===== src/hw/atg_pkg.sv =====
package atg_pkg;

  ////////////////////////////////////////////////////////////////////////////
  // clock and serial port timing
  localparam int CLK_PERIOD_NS = 20;
  localparam int SYNC_STAGES = 2;
  // sclk must stay high and low this many clocks at least
  localparam int SCLK_MIN_PHASE_CYCLES = 4;

  ////////////////////////////////////////////////////////////////////////////
  // frame layout: 7 address bits, read flag, 8 data bits, msb first
  localparam int ADDR_W = 7;
  localparam logic [4:0] BIT_ADDR_LAST = 5'h07;
  localparam logic [4:0] BIT_DATA_FIRST = 5'h08;
  localparam logic [4:0] BIT_DATA_LAST = 5'h0f;
  localparam logic [4:0] BIT_FRAME_END = 5'h10;

  ////////////////////////////////////////////////////////////////////////////
  // register offsets
  localparam logic [6:0] ADDR_DROP_COUNT_HIGH = 7'h0f;
  localparam logic [6:0] ADDR_DROP_COUNT_LOW = 7'h10;
  localparam logic [6:0] ADDR_CURRENT_THRESHOLD_HIGH = 7'h11;
  localparam logic [6:0] ADDR_CURRENT_THRESHOLD_LOW = 7'h12;
  localparam logic [6:0] ADDR_AMPLIFIER_GAIN_CONTROL = 7'h13;
  localparam logic [6:0] ADDR_CHOPPER_POWER_CONTROL = 7'h14;

  ////////////////////////////////////////////////////////////////////////////
  // reset values and writable bit masks
  localparam logic [7:0] RST_DROP_COUNT = 8'h00;
  localparam logic [7:0] RST_CURRENT_THRESHOLD = 8'h00;
  localparam logic [7:0] RST_AMPLIFIER_GAIN_CONTROL = 8'h50;
  localparam logic [7:0] RST_CHOPPER_POWER_CONTROL = 8'hc0;
  localparam logic [7:0] MASK_AMPLIFIER_GAIN_CONTROL = 8'hf0;
  localparam logic [7:0] MASK_CHOPPER_POWER_CONTROL = 8'hc0;

  ////////////////////////////////////////////////////////////////////////////
  // field positions
  localparam int GAIN_CURRENT_MSB = 7;
  localparam int GAIN_CURRENT_LSB = 6;
  localparam int GAIN_VOLTAGE_MSB = 5;
  localparam int GAIN_VOLTAGE_LSB = 4;
  localparam int CHOP_CURRENT_BIT = 7;
  localparam int CHOP_VOLTAGE_BIT = 6;

  ////////////////////////////////////////////////////////////////////////////
  // gain codes and factors
  localparam logic [1:0] GAIN_CODE_5 = 2'h0;
  localparam logic [1:0] GAIN_CODE_25 = 2'h1;
  localparam logic [1:0] GAIN_CODE_40 = 2'h2;
  localparam logic [1:0] GAIN_CODE_100 = 2'h3;
  localparam logic [6:0] GAIN_FACTOR_5 = 7'h05;
  localparam logic [6:0] GAIN_FACTOR_25 = 7'h19;
  localparam logic [6:0] GAIN_FACTOR_40 = 7'h28;
  localparam logic [6:0] GAIN_FACTOR_100 = 7'h64;

  typedef enum logic [1:0] {
    ATG_GAIN_5,
    ATG_GAIN_25,
    ATG_GAIN_40,
    ATG_GAIN_100
  } atg_gain_code_t;

  typedef struct packed {
    logic [1:0] gain_current_code;
    logic [1:0] gain_voltage_code;
    logic chop_current_en;
    logic chop_voltage_en;
  } atg_config_t;

  typedef struct packed {
    logic [15:0] drop_count;
    logic [15:0] current_threshold;
  } atg_trigger_t;

endpackage : atg_pkg


===== src/hw/atg_regs.sv =====
`timescale 1ns/1ps

module atg_regs (
  input wire logic I_CLOCK,
  input wire logic I_RST_N,
  input wire logic I_SCLK,
  input wire logic I_CS_N,
  input wire logic I_SDI,
  output logic O_SDO,
  output logic O_SDO_OE,
  input wire logic I_THRESHOLD_MODE,
  input wire logic I_SAMPLE_VALID,
  input wire logic [15:0] I_SAMPLE,
  output logic O_IRQ,
  output atg_pkg::atg_config_t O_CONFIG,
  output atg_pkg::atg_trigger_t O_TRIGGER,
  output logic [6:0] O_GAIN_CURRENT,
  output logic [6:0] O_GAIN_VOLTAGE
);

  function automatic logic [6:0] gain_factor(input logic [1:0] code);
    case (code)
      atg_pkg::GAIN_CODE_5: gain_factor = atg_pkg::GAIN_FACTOR_5;
      atg_pkg::GAIN_CODE_25: gain_factor = atg_pkg::GAIN_FACTOR_25;
      atg_pkg::GAIN_CODE_40: gain_factor = atg_pkg::GAIN_FACTOR_40;
      default: gain_factor = atg_pkg::GAIN_FACTOR_100;
    endcase
  endfunction : gain_factor

  ////////////////////////////////////////////////////////////////////////////
  // pin synchronisers
  logic [2:0] pins_sync;
  logic sclk_s;
  logic cs_n_s;
  logic sdi_s;

  atg_sync #(
    .WIDTH(3),
    .RESET_VALUE(3'h2)
  ) u_sync (
    .i_clock(I_CLOCK),
    .i_rst_n(I_RST_N),
    .i_async({I_SCLK, I_CS_N, I_SDI}),
    .o_sync(pins_sync)
  );

  assign sclk_s = pins_sync[2];
  assign cs_n_s = pins_sync[1];
  assign sdi_s = pins_sync[0];

  ////////////////////////////////////////////////////////////////////////////
  // serial frame engine
  logic sclk_d_reg, sclk_d_next;
  logic [4:0] bit_cnt_reg, bit_cnt_next;
  logic [7:0] rx_reg, rx_next;
  logic [6:0] addr_reg, addr_next;
  logic rd_reg, rd_next;
  logic [7:0] tx_reg, tx_next;
  logic sdo_reg, sdo_next;
  logic oe_reg, oe_next;
  logic sclk_rise;
  logic sclk_fall;
  logic wr_en;
  logic [7:0] wr_data;
  logic [7:0] rd_mux;

  logic [7:0] drop_hi_reg, drop_hi_next;
  logic [7:0] drop_lo_reg, drop_lo_next;
  logic [7:0] th_hi_reg, th_hi_next;
  logic [7:0] th_lo_reg, th_lo_next;
  logic [7:0] pga_reg, pga_next;
  logic [7:0] chop_reg, chop_next;
  logic [6:0] gain_i_reg, gain_i_next;
  logic [6:0] gain_v_reg, gain_v_next;

  assign sclk_rise = sclk_s & ~sclk_d_reg;
  assign sclk_fall = ~sclk_s & sclk_d_reg;

  // read data for the address just shifted in; unmapped reads zero
  always_comb begin
    case (rx_reg[6:0])
      atg_pkg::ADDR_DROP_COUNT_HIGH: rd_mux = drop_hi_reg;
      atg_pkg::ADDR_DROP_COUNT_LOW: rd_mux = drop_lo_reg;
      atg_pkg::ADDR_CURRENT_THRESHOLD_HIGH: rd_mux = th_hi_reg;
      atg_pkg::ADDR_CURRENT_THRESHOLD_LOW: rd_mux = th_lo_reg;
      atg_pkg::ADDR_AMPLIFIER_GAIN_CONTROL: rd_mux = pga_reg;
      atg_pkg::ADDR_CHOPPER_POWER_CONTROL: rd_mux = chop_reg;
      default: rd_mux = 8'h00;
    endcase
  end

  always_comb begin
    sclk_d_next = sclk_s;
    bit_cnt_next = bit_cnt_reg;
    rx_next = rx_reg;
    addr_next = addr_reg;
    rd_next = rd_reg;
    tx_next = tx_reg;
    sdo_next = sdo_reg;
    oe_next = ~cs_n_s;
    wr_en = 1'b0;
    wr_data = {rx_reg[6:0], sdi_s};
    if (cs_n_s) begin
      bit_cnt_next = 5'h00;
      sdo_next = 1'b0;
    end else if (sclk_rise) begin
      rx_next = {rx_reg[6:0], sdi_s};
      if (bit_cnt_reg != atg_pkg::BIT_FRAME_END) begin
        bit_cnt_next = bit_cnt_reg + 5'h01;
      end
      if (bit_cnt_reg == atg_pkg::BIT_ADDR_LAST) begin
        addr_next = rx_reg[6:0];
        rd_next = sdi_s;
        tx_next = rd_mux;
      end
      if (bit_cnt_reg == atg_pkg::BIT_DATA_LAST && !rd_reg) begin
        wr_en = 1'b1;
      end
    end else if (sclk_fall && rd_reg && bit_cnt_reg >= atg_pkg::BIT_DATA_FIRST &&
                 bit_cnt_reg < atg_pkg::BIT_FRAME_END) begin
      sdo_next = tx_reg[7];
      tx_next = {tx_reg[6:0], 1'b0};
    end
  end

  always_ff @(posedge I_CLOCK or negedge I_RST_N) begin
    if (!I_RST_N) begin
      sclk_d_reg <= 1'b0;
      bit_cnt_reg <= 5'h00;
      rx_reg <= 8'h00;
      addr_reg <= 7'h00;
      rd_reg <= 1'b0;
      tx_reg <= 8'h00;
      sdo_reg <= 1'b0;
      oe_reg <= 1'b0;
    end else begin
      sclk_d_reg <= sclk_d_next;
      bit_cnt_reg <= bit_cnt_next;
      rx_reg <= rx_next;
      addr_reg <= addr_next;
      rd_reg <= rd_next;
      tx_reg <= tx_next;
      sdo_reg <= sdo_next;
      oe_reg <= oe_next;
    end
  end

  ////////////////////////////////////////////////////////////////////////////
  // register bank
  always_comb begin
    drop_hi_next = drop_hi_reg;
    drop_lo_next = drop_lo_reg;
    th_hi_next = th_hi_reg;
    th_lo_next = th_lo_reg;
    pga_next = pga_reg;
    chop_next = chop_reg;
    if (wr_en) begin
      case (addr_reg)
        atg_pkg::ADDR_DROP_COUNT_HIGH: drop_hi_next = wr_data;
        atg_pkg::ADDR_DROP_COUNT_LOW: drop_lo_next = wr_data;
        atg_pkg::ADDR_CURRENT_THRESHOLD_HIGH: th_hi_next = wr_data;
        atg_pkg::ADDR_CURRENT_THRESHOLD_LOW: th_lo_next = wr_data;
        atg_pkg::ADDR_AMPLIFIER_GAIN_CONTROL: begin
          pga_next = wr_data & atg_pkg::MASK_AMPLIFIER_GAIN_CONTROL;
        end
        atg_pkg::ADDR_CHOPPER_POWER_CONTROL: begin
          chop_next = wr_data & atg_pkg::MASK_CHOPPER_POWER_CONTROL;
        end
        default: begin
        end
      endcase
    end
    gain_i_next = gain_factor(pga_next[atg_pkg::GAIN_CURRENT_MSB:atg_pkg::GAIN_CURRENT_LSB]);
    gain_v_next = gain_factor(pga_next[atg_pkg::GAIN_VOLTAGE_MSB:atg_pkg::GAIN_VOLTAGE_LSB]);
  end

  always_ff @(posedge I_CLOCK or negedge I_RST_N) begin
    if (!I_RST_N) begin
      drop_hi_reg <= atg_pkg::RST_DROP_COUNT;
      drop_lo_reg <= atg_pkg::RST_DROP_COUNT;
      th_hi_reg <= atg_pkg::RST_CURRENT_THRESHOLD;
      th_lo_reg <= atg_pkg::RST_CURRENT_THRESHOLD;
      pga_reg <= atg_pkg::RST_AMPLIFIER_GAIN_CONTROL;
      chop_reg <= atg_pkg::RST_CHOPPER_POWER_CONTROL;
      gain_i_reg <= atg_pkg::GAIN_FACTOR_25;
      gain_v_reg <= atg_pkg::GAIN_FACTOR_25;
    end else begin
      drop_hi_reg <= drop_hi_next;
      drop_lo_reg <= drop_lo_next;
      th_hi_reg <= th_hi_next;
      th_lo_reg <= th_lo_next;
      pga_reg <= pga_next;
      chop_reg <= chop_next;
      gain_i_reg <= gain_i_next;
      gain_v_reg <= gain_v_next;
    end
  end

  ////////////////////////////////////////////////////////////////////////////
  // threshold-triggered discard and interrupt
  typedef enum logic [1:0] {
    ATG_ST_IDLE,
    ATG_ST_DROP,
    ATG_ST_DONE
  } atg_state_t;

  atg_state_t state_reg, state_next;
  logic [15:0] cnt_reg, cnt_next;
  logic irq_reg, irq_next;
  logic [15:0] drop_count;
  logic [15:0] threshold;

  assign drop_count = {drop_hi_reg, drop_lo_reg};
  assign threshold = {th_hi_reg, th_lo_reg};

  always_comb begin
    state_next = state_reg;
    cnt_next = cnt_reg;
    irq_next = 1'b0;
    if (!I_THRESHOLD_MODE) begin
      state_next = ATG_ST_IDLE;
      cnt_next = 16'h0000;
    end else begin
      case (state_reg)
        ATG_ST_IDLE: begin
          if (I_SAMPLE_VALID && I_SAMPLE >= threshold) begin
            cnt_next = 16'h0000;
            if (drop_count == 16'h0000) begin
              irq_next = 1'b1;
              state_next = ATG_ST_DONE;
            end else begin
              state_next = ATG_ST_DROP;
            end
          end
        end
        ATG_ST_DROP: begin
          if (I_SAMPLE_VALID) begin
            cnt_next = 16'(cnt_reg + 16'h0001);
            if (16'(cnt_reg + 16'h0001) == drop_count) begin
              irq_next = 1'b1;
              state_next = ATG_ST_DONE;
            end
          end
        end
        ATG_ST_DONE: state_next = ATG_ST_DONE;
        default: state_next = ATG_ST_IDLE;
      endcase
    end
  end

  always_ff @(posedge I_CLOCK or negedge I_RST_N) begin
    if (!I_RST_N) begin
      state_reg <= ATG_ST_IDLE;
      cnt_reg <= 16'h0000;
      irq_reg <= 1'b0;
    end else begin
      state_reg <= state_next;
      cnt_reg <= cnt_next;
      irq_reg <= irq_next;
    end
  end

  ////////////////////////////////////////////////////////////////////////////
  // outputs, all straight from flops
  assign O_SDO = sdo_reg;
  assign O_SDO_OE = oe_reg;
  assign O_IRQ = irq_reg;
  assign O_GAIN_CURRENT = gain_i_reg;
  assign O_GAIN_VOLTAGE = gain_v_reg;
  assign O_CONFIG.gain_current_code =
    pga_reg[atg_pkg::GAIN_CURRENT_MSB:atg_pkg::GAIN_CURRENT_LSB];
  assign O_CONFIG.gain_voltage_code =
    pga_reg[atg_pkg::GAIN_VOLTAGE_MSB:atg_pkg::GAIN_VOLTAGE_LSB];
  assign O_CONFIG.chop_current_en = chop_reg[atg_pkg::CHOP_CURRENT_BIT];
  assign O_CONFIG.chop_voltage_en = chop_reg[atg_pkg::CHOP_VOLTAGE_BIT];
  assign O_TRIGGER.drop_count = drop_count;
  assign O_TRIGGER.current_threshold = threshold;

endmodule : atg_regs


===== src/hw/atg_sync.sv =====
`timescale 1ns/1ps

module atg_sync #(
  parameter int WIDTH = 1,
  parameter logic [WIDTH-1:0] RESET_VALUE = '0
) (
  input wire logic i_clock,
  input wire logic i_rst_n,
  input wire logic [WIDTH-1:0] i_async,
  output logic [WIDTH-1:0] o_sync
);

  logic [WIDTH-1:0] meta_reg;
  logic [WIDTH-1:0] sync_reg;

  if (WIDTH < 1) begin : g_bad_width
    $error("atg_sync: WIDTH must be at least 1");
  end

  always_ff @(posedge i_clock or negedge i_rst_n) begin
    if (!i_rst_n) begin
      meta_reg <= RESET_VALUE;
      sync_reg <= RESET_VALUE;
    end else begin
      meta_reg <= i_async;
      sync_reg <= meta_reg;
    end
  end

  assign o_sync = sync_reg;

endmodule : atg_sync


===== config.mk =====
export PLATFORM = sky130hd
export DESIGN_NAME = atg_regs
export DESIGN_NICKNAME = d
export VERILOG_FILES = /design/src/hw/atg_pkg.sv /design/src/hw/atg_regs.sv /design/src/hw/atg_sync.sv
export SDC_FILE = /design/constraint.sdc
export NUM_CORES = 1
export LEC_CHECK = 0
export BUFFER_PORTS_ARGS = -buffer_cell sky130_fd_sc_hd__buf_4
export CAP_MARGIN = 5
export CORE_MARGIN = 1.5
export CORE_UTILIZATION = 55
export DETAILED_ROUTE_END_ITERATION = 16
export PLACE_DENSITY = 0.76
export SYNTH_ARGS = -nofsm -noshare
export SYNTH_HDL_FRONTEND = slang
export SYNTH_SLANG_ARGS = --single-unit

===== constraint.sdc =====
create_clock -name I_CLOCK -period 3.7 [get_ports I_CLOCK]
set_input_delay 0.185 -clock I_CLOCK [delete_from_list [all_inputs] [get_ports I_CLOCK]]
set_output_delay 0.185 -clock I_CLOCK [all_outputs]
set_load 0.1 [all_outputs]

=== Word-level counts from Yosys, hierarchy flattened ===
Cells that the tools add are included.

* Register bits after elaboration: 108
* Input bits: 23
* Logic and storage cells: 118
* Output and inout port bits: 55

* Mux-type cells: 33
* Equal/unequal tests: 28
* $add $sub $neg: 2
* Bitwise gates (word level): 5
* $lt $le $gt $ge: 3
* Reductions and logical operators: 26

{| class="wikitable"
|+ Operator list
! kind !! count
|-
| $eq A7 B5 Y1 const B || 10
|-
| $mux W16 || 3
|-
| $pmux W8 S6 || 1
|-
| $pmux W7 S3 || 2
|-
| $mux W8 || 5
|-
| $pmux W16 S2 || 1
|-
| $add A16 B1 Y16 const B || 1
|-
| $eq A16 B16 Y1 || 1
|-
| $ge A16 B16 Y1 || 1
|-
| $logic_not A16 Y1 || 1
|-
| $reduce_and A2 Y1 || 8
|-
| $mux W5 || 3
|-
| $eq A7 B4 Y1 const B || 2
|-
| $reduce_and A3 Y1 || 4
|-
| $mux W1 || 11
|-
| $mux W2 || 5
|-
| $ne A3 B3 Y1 const B || 3
|-
| $reduce_bool A2 Y1 || 4
|-
| $eq A2 B1 Y1 const B || 3
|-
| $eq A2 B2 Y1 const B || 3
|-
| $logic_not A2 Y1 || 3
|-
| $pmux W2 S3 || 1
|-
| $add A5 B1 Y5 const B || 1
|-
| $eq A5 B3 Y1 const B || 1
|-
| other kinds (11) || 19
|}

=== Longest topological paths before layout ===
Gate-level depths: netlist of run 1.

* Depth in word-level cells: 8
* Depth in mapped cells: 11
* Depth with buffers taken out: 10

=== Cells and area by module ===
From an unflattened synthesis of run 1, not the netlist that was laid out.

* Cell total of the unflattened synthesis: 586
* Area total of the unflattened synthesis: 6034.5 um^2

{| class="wikitable"
|+ Modules (own cells, without submodules)
! module !! area each (um^2) !! times used !! cells each
|-
| atg_regs || 5881.9 || 1 || 580
|-
| atg_sync || 152.6 || 1 || 6
|}

=== Worst setup path before layout of run 1 ===
OpenSTA, ideal clock, no wires.

* Path kind: reg2reg
* Start: register th_hi_reg[1]
* End: register state_reg[0]
* Path buffers: 0
* Setup time: 0.139 ns
* Arrival: 3.051 ns
* Data required time: 3.561 ns
* Period minus slack after synthesis: 3.189 ns
* Setup slack: 0.511 ns
* Stages on the path, launching flop included: 10
* Path through: dfrtp_1 inv_1 ha_1 a21o_1 a21o_1 a221o_1 a211oi_2 o21ai_1 and3_1 or4_1

* Longest elaborated chain between the ends: 4

{| class="wikitable"
|+ RTL lines
! item !! RTL line !! text
|-
| start, declared || atg_regs.sv:69 || <nowiki>logic [7:0] th_hi_reg, th_hi_next;</nowiki>
|-
| start signal, assigned || atg_regs.sv:181 || <nowiki>th_hi_reg <= atg_pkg::RST_CURRENT_THRESHOLD;</nowiki>
|-
| start signal, assigned || atg_regs.sv:190 || <nowiki>th_hi_reg <= th_hi_next;</nowiki>
|-
| $ge A16 B16 Y1 || atg_regs.sv:226 || <nowiki>if (I_SAMPLE_VALID && I_SAMPLE >= threshold) begin</nowiki>
|-
| $logic_and A1 B1 Y1 || atg_regs.sv:226 ||
|-
| $ne A3 B3 Y1 (no line) || n/a ||
|-
| $reduce_and A3 Y1 (no line) || n/a ||
|-
| end signal, assigned || atg_regs.sv:257 || <nowiki>state_reg <= state_next;</nowiki>
|-
| end, declared || atg_regs.sv:207 || <nowiki>atg_state_t state_reg, state_next;</nowiki>
|}

No other way between the ends.
A chain may end at the register's enable or synchronous reset.

=== Worst setup path after layout of run 1 ===
* Start: register th_hi_reg[7]
* End: register state_reg[0]

The elaborated chain is that of the path after synthesis.

==> impl_metrics.ini, run 1 <==
[sta]
tightest_slew_ns = 0.8899
finalHoldViolCount = 0
slew_viol_final = 0
hold_ws_ns = 0.07608
rsz0062_at_grt = no
setup_viol = 0
max_freq_ghz = 0.3280
slew_headroom_pct = 40.55
min_period_over_period_pct = 82.40
finalCriticalPeriod_ns = 3.049
finClkSkew_ns = 0.01481
fin_tns_setup_ns = 0

[logic_synthesis]
synth.distinct_cells = 66
synth_ff_type = dfrtp_1
syn-cell-area_sq_um = 6016
ys_seq_area_share_pct = 43.93
syn_inst = 585
syn_area_per_cell_sq_um = 10.28
synth_edf_count = 0
synth-warning-count = 0
async_reset_ff_share_pct = 100.0
synth_seq_cells = 105

[worst_setup_path]
arrival_ns = 3.30
critical_path_class = reg2reg
worstSetupEndpointType = flip-flop
worstPathMaxFanout = 10
cp.required_ns = 3.96
r2r_cells = 8
r2r_setup_slack_ns = 0.65
critPathLaunchType = flip-flop

[pwr]
p_int_uw = 1558
p_comb_share_pct = 12.4
clockPowerShare_pct = 29.9
netSwitchingFraction_pct = 31.80
power_density_nw_per_um2 = 334.8
switching_power_uw = 726.5
p_leak_uw = 0.003112
peakVddDrop_mv = 0.5160
pwr-share-seq_pct = 57.7

[detailed_routing]
wire_per_inst_microns = 18.86
dr.pass1.iters = 6
drt-total-wl_microns = 14880
routed_via_density = 6.218
drtAntennaViolNets = 0
drt_iter0_drc = 403
drc_errors = 0
vias = 4906

[place]
dp.final_hpwl_microns = 10980
finalWeightedCongestion = 0.9580
port_buffers = 75

[clocking]
cts-resized-gates = 0
clk_pin_slew_ns = 0.11
cts_inserted_buffers = 9
holdBufCountCts = 4
clkSinkCount = 105
clk_latency_ns = 0.38
cts_tree = done
cts-root-buf = clkbuf_8
clock_path_buffers = 2
cts_htree_levels = 3
post_cts_buffers = 0

[global_routing]
grt_use_total_pct = 26.81
grt_pass1_wl_microns = 23900
grt_pass1_vias = 4874
grt_max_degree = 59
gr-total-overflow = 0
antenna_found_initial = 0

[final_layout]
areaGrowthSynthToFinish_pct = 13.42
final_common_cell = dfrtp_1
layout_common_cells = dfrtp_1 (93), buf_4 (78), mux2_2 (55)
finalNetCount = 696
nFillCells = 885
num_antenna_cells = 0
largest_reg_flops = 16
drive_gt1_share_pct = 27.43

[die]
rows = 38
chipHeight_microns = 107.6
core_area_sq_um = 10750
dieArea_sq_um = 11570
ios = 78
start_util_pct = 55.99
die_x_microns = 107.6

[worst_hold_path]
worstHoldPathCells = 2
hp-class = in2reg

[run_status]
run_status = completed

[flow_run]
maxCapViolations = 0
-- path summary, 6_finish.rpt --
| check | end | startpoint |
|---|---|---|
| hold reg to reg | u_sync.o_sync[0]$_DFF_PN0_ | u_sync.meta_reg[0]$_DFF_PN0_ |
| setup reg to reg | state_reg[0]$_DFFE_PN0P_ | th_hi_reg[7]$_DFFE_PN0P_ |
| hold / removal | cnt_reg[9]$_DFFE_PN0P_ | I_THRESHOLD_MODE |
| setup / recovery | state_reg[0]$_DFFE_PN0P_ | th_hi_reg[7]$_DFFE_PN0P_ |
| min in group asynchronous | cnt_reg[13]$_DFFE_PN0P_ | I_RST_N |
| max in group asynchronous | chop_reg[7]$_DFFE_PN1P_ | I_RST_N |
-- cell usage after synthesis, types with 3 or more instances --
master / number / area [sq um]
xor2_1: 9 / 78.83
nand3_1: 11 / 55.05
buf_6: 4 / 45.04
a222oi_1: 8 / 80.08
and3_1: 7 / 43.79
a21o_1: 3 / 22.52
a21oi_1: 38 / 190.2
nor4_1: 9 / 56.30
o31ai_1: 3 / 22.52
or4_1: 9 / 67.56
nand2_1: 33 / 123.9
dfstp_2: 12 / 315.3
xnor2_1: 12 / 105.1
o21ai_0: 30 / 150.1
nor3_1: 4 / 20.02
nand4b_1: 5 / 43.79
inv_1: 35 / 131.4
clkbuf_1: 23 / 86.33
nor2b_1: 4 / 25.02
nor3b_1: 7 / 52.55
a21boi_0: 3 / 22.52
nor2_1: 34 / 127.6
buf_4: 6 / 45.04
mux2i_1: 6 / 60.06
ha_1: 29 / 362.9
nand4_1: 19 / 118.9
or3_1: 5 / 31.28
o21a_1: 4 / 30.03
dfrtp_1: 93 / 2327
nand2b_1: 6 / 37.54
mux2_2: 55 / 619.3
and2_1: 9 / 56.30
a31oi_1: 5 / 31.28
-- power groups by stage --
stage	Combinational, uW	Sequential [uW]	Clock, uW
after detailed placement	278	1340	0
final	284	1320	682
after floorplan	254	1240	0
after global routing	313	1330	740
after global placement	268	1340	0
after CTS	281	1320	699
-- kinds of logic after synthesis --
| group | share of synthesized area (%) |
|---|---|
| buffers and inverters | 5.283 |
| adders and majority gates | 6.198 |
| AOI/OAI and AO/OA | 12.27 |
| and+or+nand+nor | 17.16 |
| xor gates and xnor gates | 3.057 |
| muxes | 12.04 |
| other | 0.06234 |
| DFF | 43.93 |
-- cell type report --
type                       count  area (sq um)  area share (%)
multi-input combinational    411          3059           44.84
inverter                      35         131.4           1.926
clock inverter                 7         65.06          0.9536
clock buffer                   9         123.9           1.816
sequential                   105          2643           38.73
tap                          140         175.2           2.567
timing repair buffer          82         625.6           9.169
-- per-stage QoR --
step / instance area [sq um] / util, % / instances / setup WS [ns] / power, uW
floorplan: 6020 / - / 586 / 0.5108 / 1491
global placement: 6594 / 61.36 / 769 / 0.8445 / 1603
detailed placement: 6594 / 61.36 / 769 / 0.6618 / 1617
CTS: 6823 / 63.50 / 789 / 0.6362 / 2296
global route: 6823 / 63.50 / 789 / 0.3063 / 2380
finish: 6823 / 63.50 / 789 / 0.6514 / 2284
-- routing by layer --
layer | track usage, % | wire length (microns)
met1 | 31.21 | 5688
met2 | 48.82 | 7806
met3 | 4.722 | 942
met4 | 10.53 | 442
met5 | 0 | 0
-- critical path, stage by stage (launching register included) --
cell and delay [ns]:
dfrtp_1 0.41, inv_1 0.06, ha_1 0.32, nand2_1 0.06
o21ai_0 0.36, o21ai_0 0.25, o21ai_1 0.70, a21oi_1 0.19
or4_1 0.56
No activity file was read; power rests on OpenSTA's default activity.
==> run 2, diff against run 1 <==
Clock period 3.7 ns to 3.1 ns, I/O delays scaled along.
==> impl_metrics.ini, run 2 (synthesis results as in run 1) <==
[clocking]
clk_latency_ns = 0.38
cts_tree = done
clk_pin_slew_ns = 0.10
cts-root-buf = clkbuf_8
clock_path_buffers = 2
clkSinkCount = 105
cts_inserted_buffers = 9
cts_htree_levels = 3

[worst_setup_path]
crit_chain = ha_1, and4_2, nand4_2, xnor2_1, and4b_1, nand4_1, o31a_1, or4_1
worstSetupEndpointType = flip-flop
critPathSlowestCell = dfrtp_1
critPathLaunchType = flip-flop
cp.required_ns = 3.36
crit_path_max_incr_delay_ns = 0.49
critical_path_class = reg2reg
worstPathMaxFanout = 9
arrival_ns = 3.09

[final_layout]
largest_reg_flops = 16
areaGrowthSynthToFinish_pct = 15.39
layout_common_cells = dfrtp_1 (87), buf_4 (87), mux2_2 (55)
drive_gt1_share_pct = 29.59
num_antenna_cells = 0
multi_input_area_sq_um = 3060
stdcell_count = 799
finalNetCount = 706
nFillCells = 896
layout.area.seq_sq_um = 2650

[detailed_routing]
wire_per_inst_microns = 19.15
routed_via_density = 6.040
drc_errors = 0
dr.pass1.iters = 5
drtAntennaViolNets = 0
drt-total-wl_microns = 15300
drt_iter0_drc = 409
vias = 4826

[place]
dp.final_hpwl_microns = 11220
port_buffers = 75
placedCellCount = 779
finalWeightedCongestion = 0.9502

[die]
die_x_microns = 107.6
start_util_pct = 55.99
chipHeight_microns = 107.6
core_area_sq_um = 10750
dieArea_sq_um = 11570
ios = 78
rows = 38

[pwr]
power_density_nw_per_um2 = 410.1
p_leak_uw = 0.003169
peakVddDrop_mv = 0.4007

[sta]
rsz0062_at_grt = no
setup_viol = 0
slew_headroom_pct = 37.99
finClkSkew_ns = 0.008449
slew_viol_final = 0
finalHoldViolCount = 0
tightest_slew_ns = 0.9282
max_freq_ghz = 0.3536
finalCriticalPeriod_ns = 2.828
fin_tns_setup_ns = 0
min_period_over_period_pct = 91.23

[flow_run]
maxCapViolations = 0

[global_routing]
gr-total-overflow = 0
antenna_found_initial = 0
grt_max_degree = 63
grt_pass1_wl_microns = 24560
grt_use_total_pct = 27.96
grt_pass1_vias = 4878

[run_status]
run_status = completed

[worst_hold_path]
hp-class = in2reg
run 2: cell types whose count changed in the layout (fill, tap and decap cells not counted), moves of 2 or more:
cell and delta:
inv_6 +2, buf_4 +9, dfrtp_2 +6, inv_8 -2, clkbuf_8 +2, dfrtp_1 -6
run 2: metal layers:
metal  vias to the layer above  GRT usage (%)  wire, microns
met5                         -              0              0
met4                         0          13.91            411
met3                        33          3.935            782
met2                       162          49.27           7934
met1                      2379          33.37           6170
li1                       2252              -              -
run 2: final timing paths:
check / start / end / slack (ns) / cells after the start
worst max-delay path: cnt_reg[0]$_DFFE_PN0P_ / state_reg[0]$_DFFE_PN0P_ / 0.27 / 8
worst min-delay path: I_THRESHOLD_MODE / cnt_reg[10]$_DFFE_PN0P_ / 0.06 / 2
worst max register to register: cnt_reg[0]$_DFFE_PN0P_ / state_reg[0]$_DFFE_PN0P_ / 0.27 / 8
worst min register to register: u_sync.meta_reg[0]$_DFF_PN0_ / u_sync.o_sync[0]$_DFF_PN0_ / 0.35 / 0
max in group asynchronous: I_RST_N / u_sync.meta_reg[1]$_DFF_PN1_ / 1.92 / 3
min in group asynchronous: I_RST_N / cnt_reg[13]$_DFFE_PN0P_ / 0.40 / 2
run 2: report_power, final:
group          switching, uW  leakage, uW  total (uW)  internal, uW
registers                116      0.00138        1530          1420
clock network            476     0.000106         898           422
logic                    254      0.00169         416           162
total                    846      0.00317        2850          2000
run 2: critical path: cells and delay by family, from the launching register on:
family	cells	cell delay [ns]
flip-flops	1	0.49
XOR/XNOR	1	0.22
adder cells (fa/ha/maj)	1	0.33
AO/OA/AOI/OAI	1	0.32
AND/OR/NAND/NOR	5	1.36
run 2: timing repair:
action / CTS / global route
buffers inserted: 0 / 0
hold endpoints to repair: 54 / 0
hold buffers: 4 / 0
resized for setup: 0 / 1
endpoints found under the setup margin: 0 / 1
run 2: final cells by class:
cell class	instances	area share (%)
multi-input cells	411	44.09
flip-flops and latches	105	38.18
repair buffers	92	10.27
well taps	140	2.523
clock buffers	11	2.181
inverters	35	1.893
clock inverters	5	0.8652
run 2: per-stage QoR:
| step | util [%] | cell area [sq um] | worst slack [ns] | hold slack (ns) | total power (uW) |
|---|---|---|---|---|---|
| 3_5_place_dp | 62.25 | 6689 | 0.2255 | 0.2646 | 1965 |
| 5_1_grt | 64.60 | 6942 | 0.03641 | 0.04968 | 2963 |
| 6_report | 64.60 | 6942 | 0.2720 | 0.05650 | 2847 |
| 2_1_floorplan | - | 6027 | 0.04071 | -0.1406 | 1779 |
| 3_3_place_gp | 62.25 | 6689 | 0.3003 | 0.2650 | 1947 |
| 4_1_cts | 64.59 | 6940 | 0.1965 | 0.03859 | 2865 |
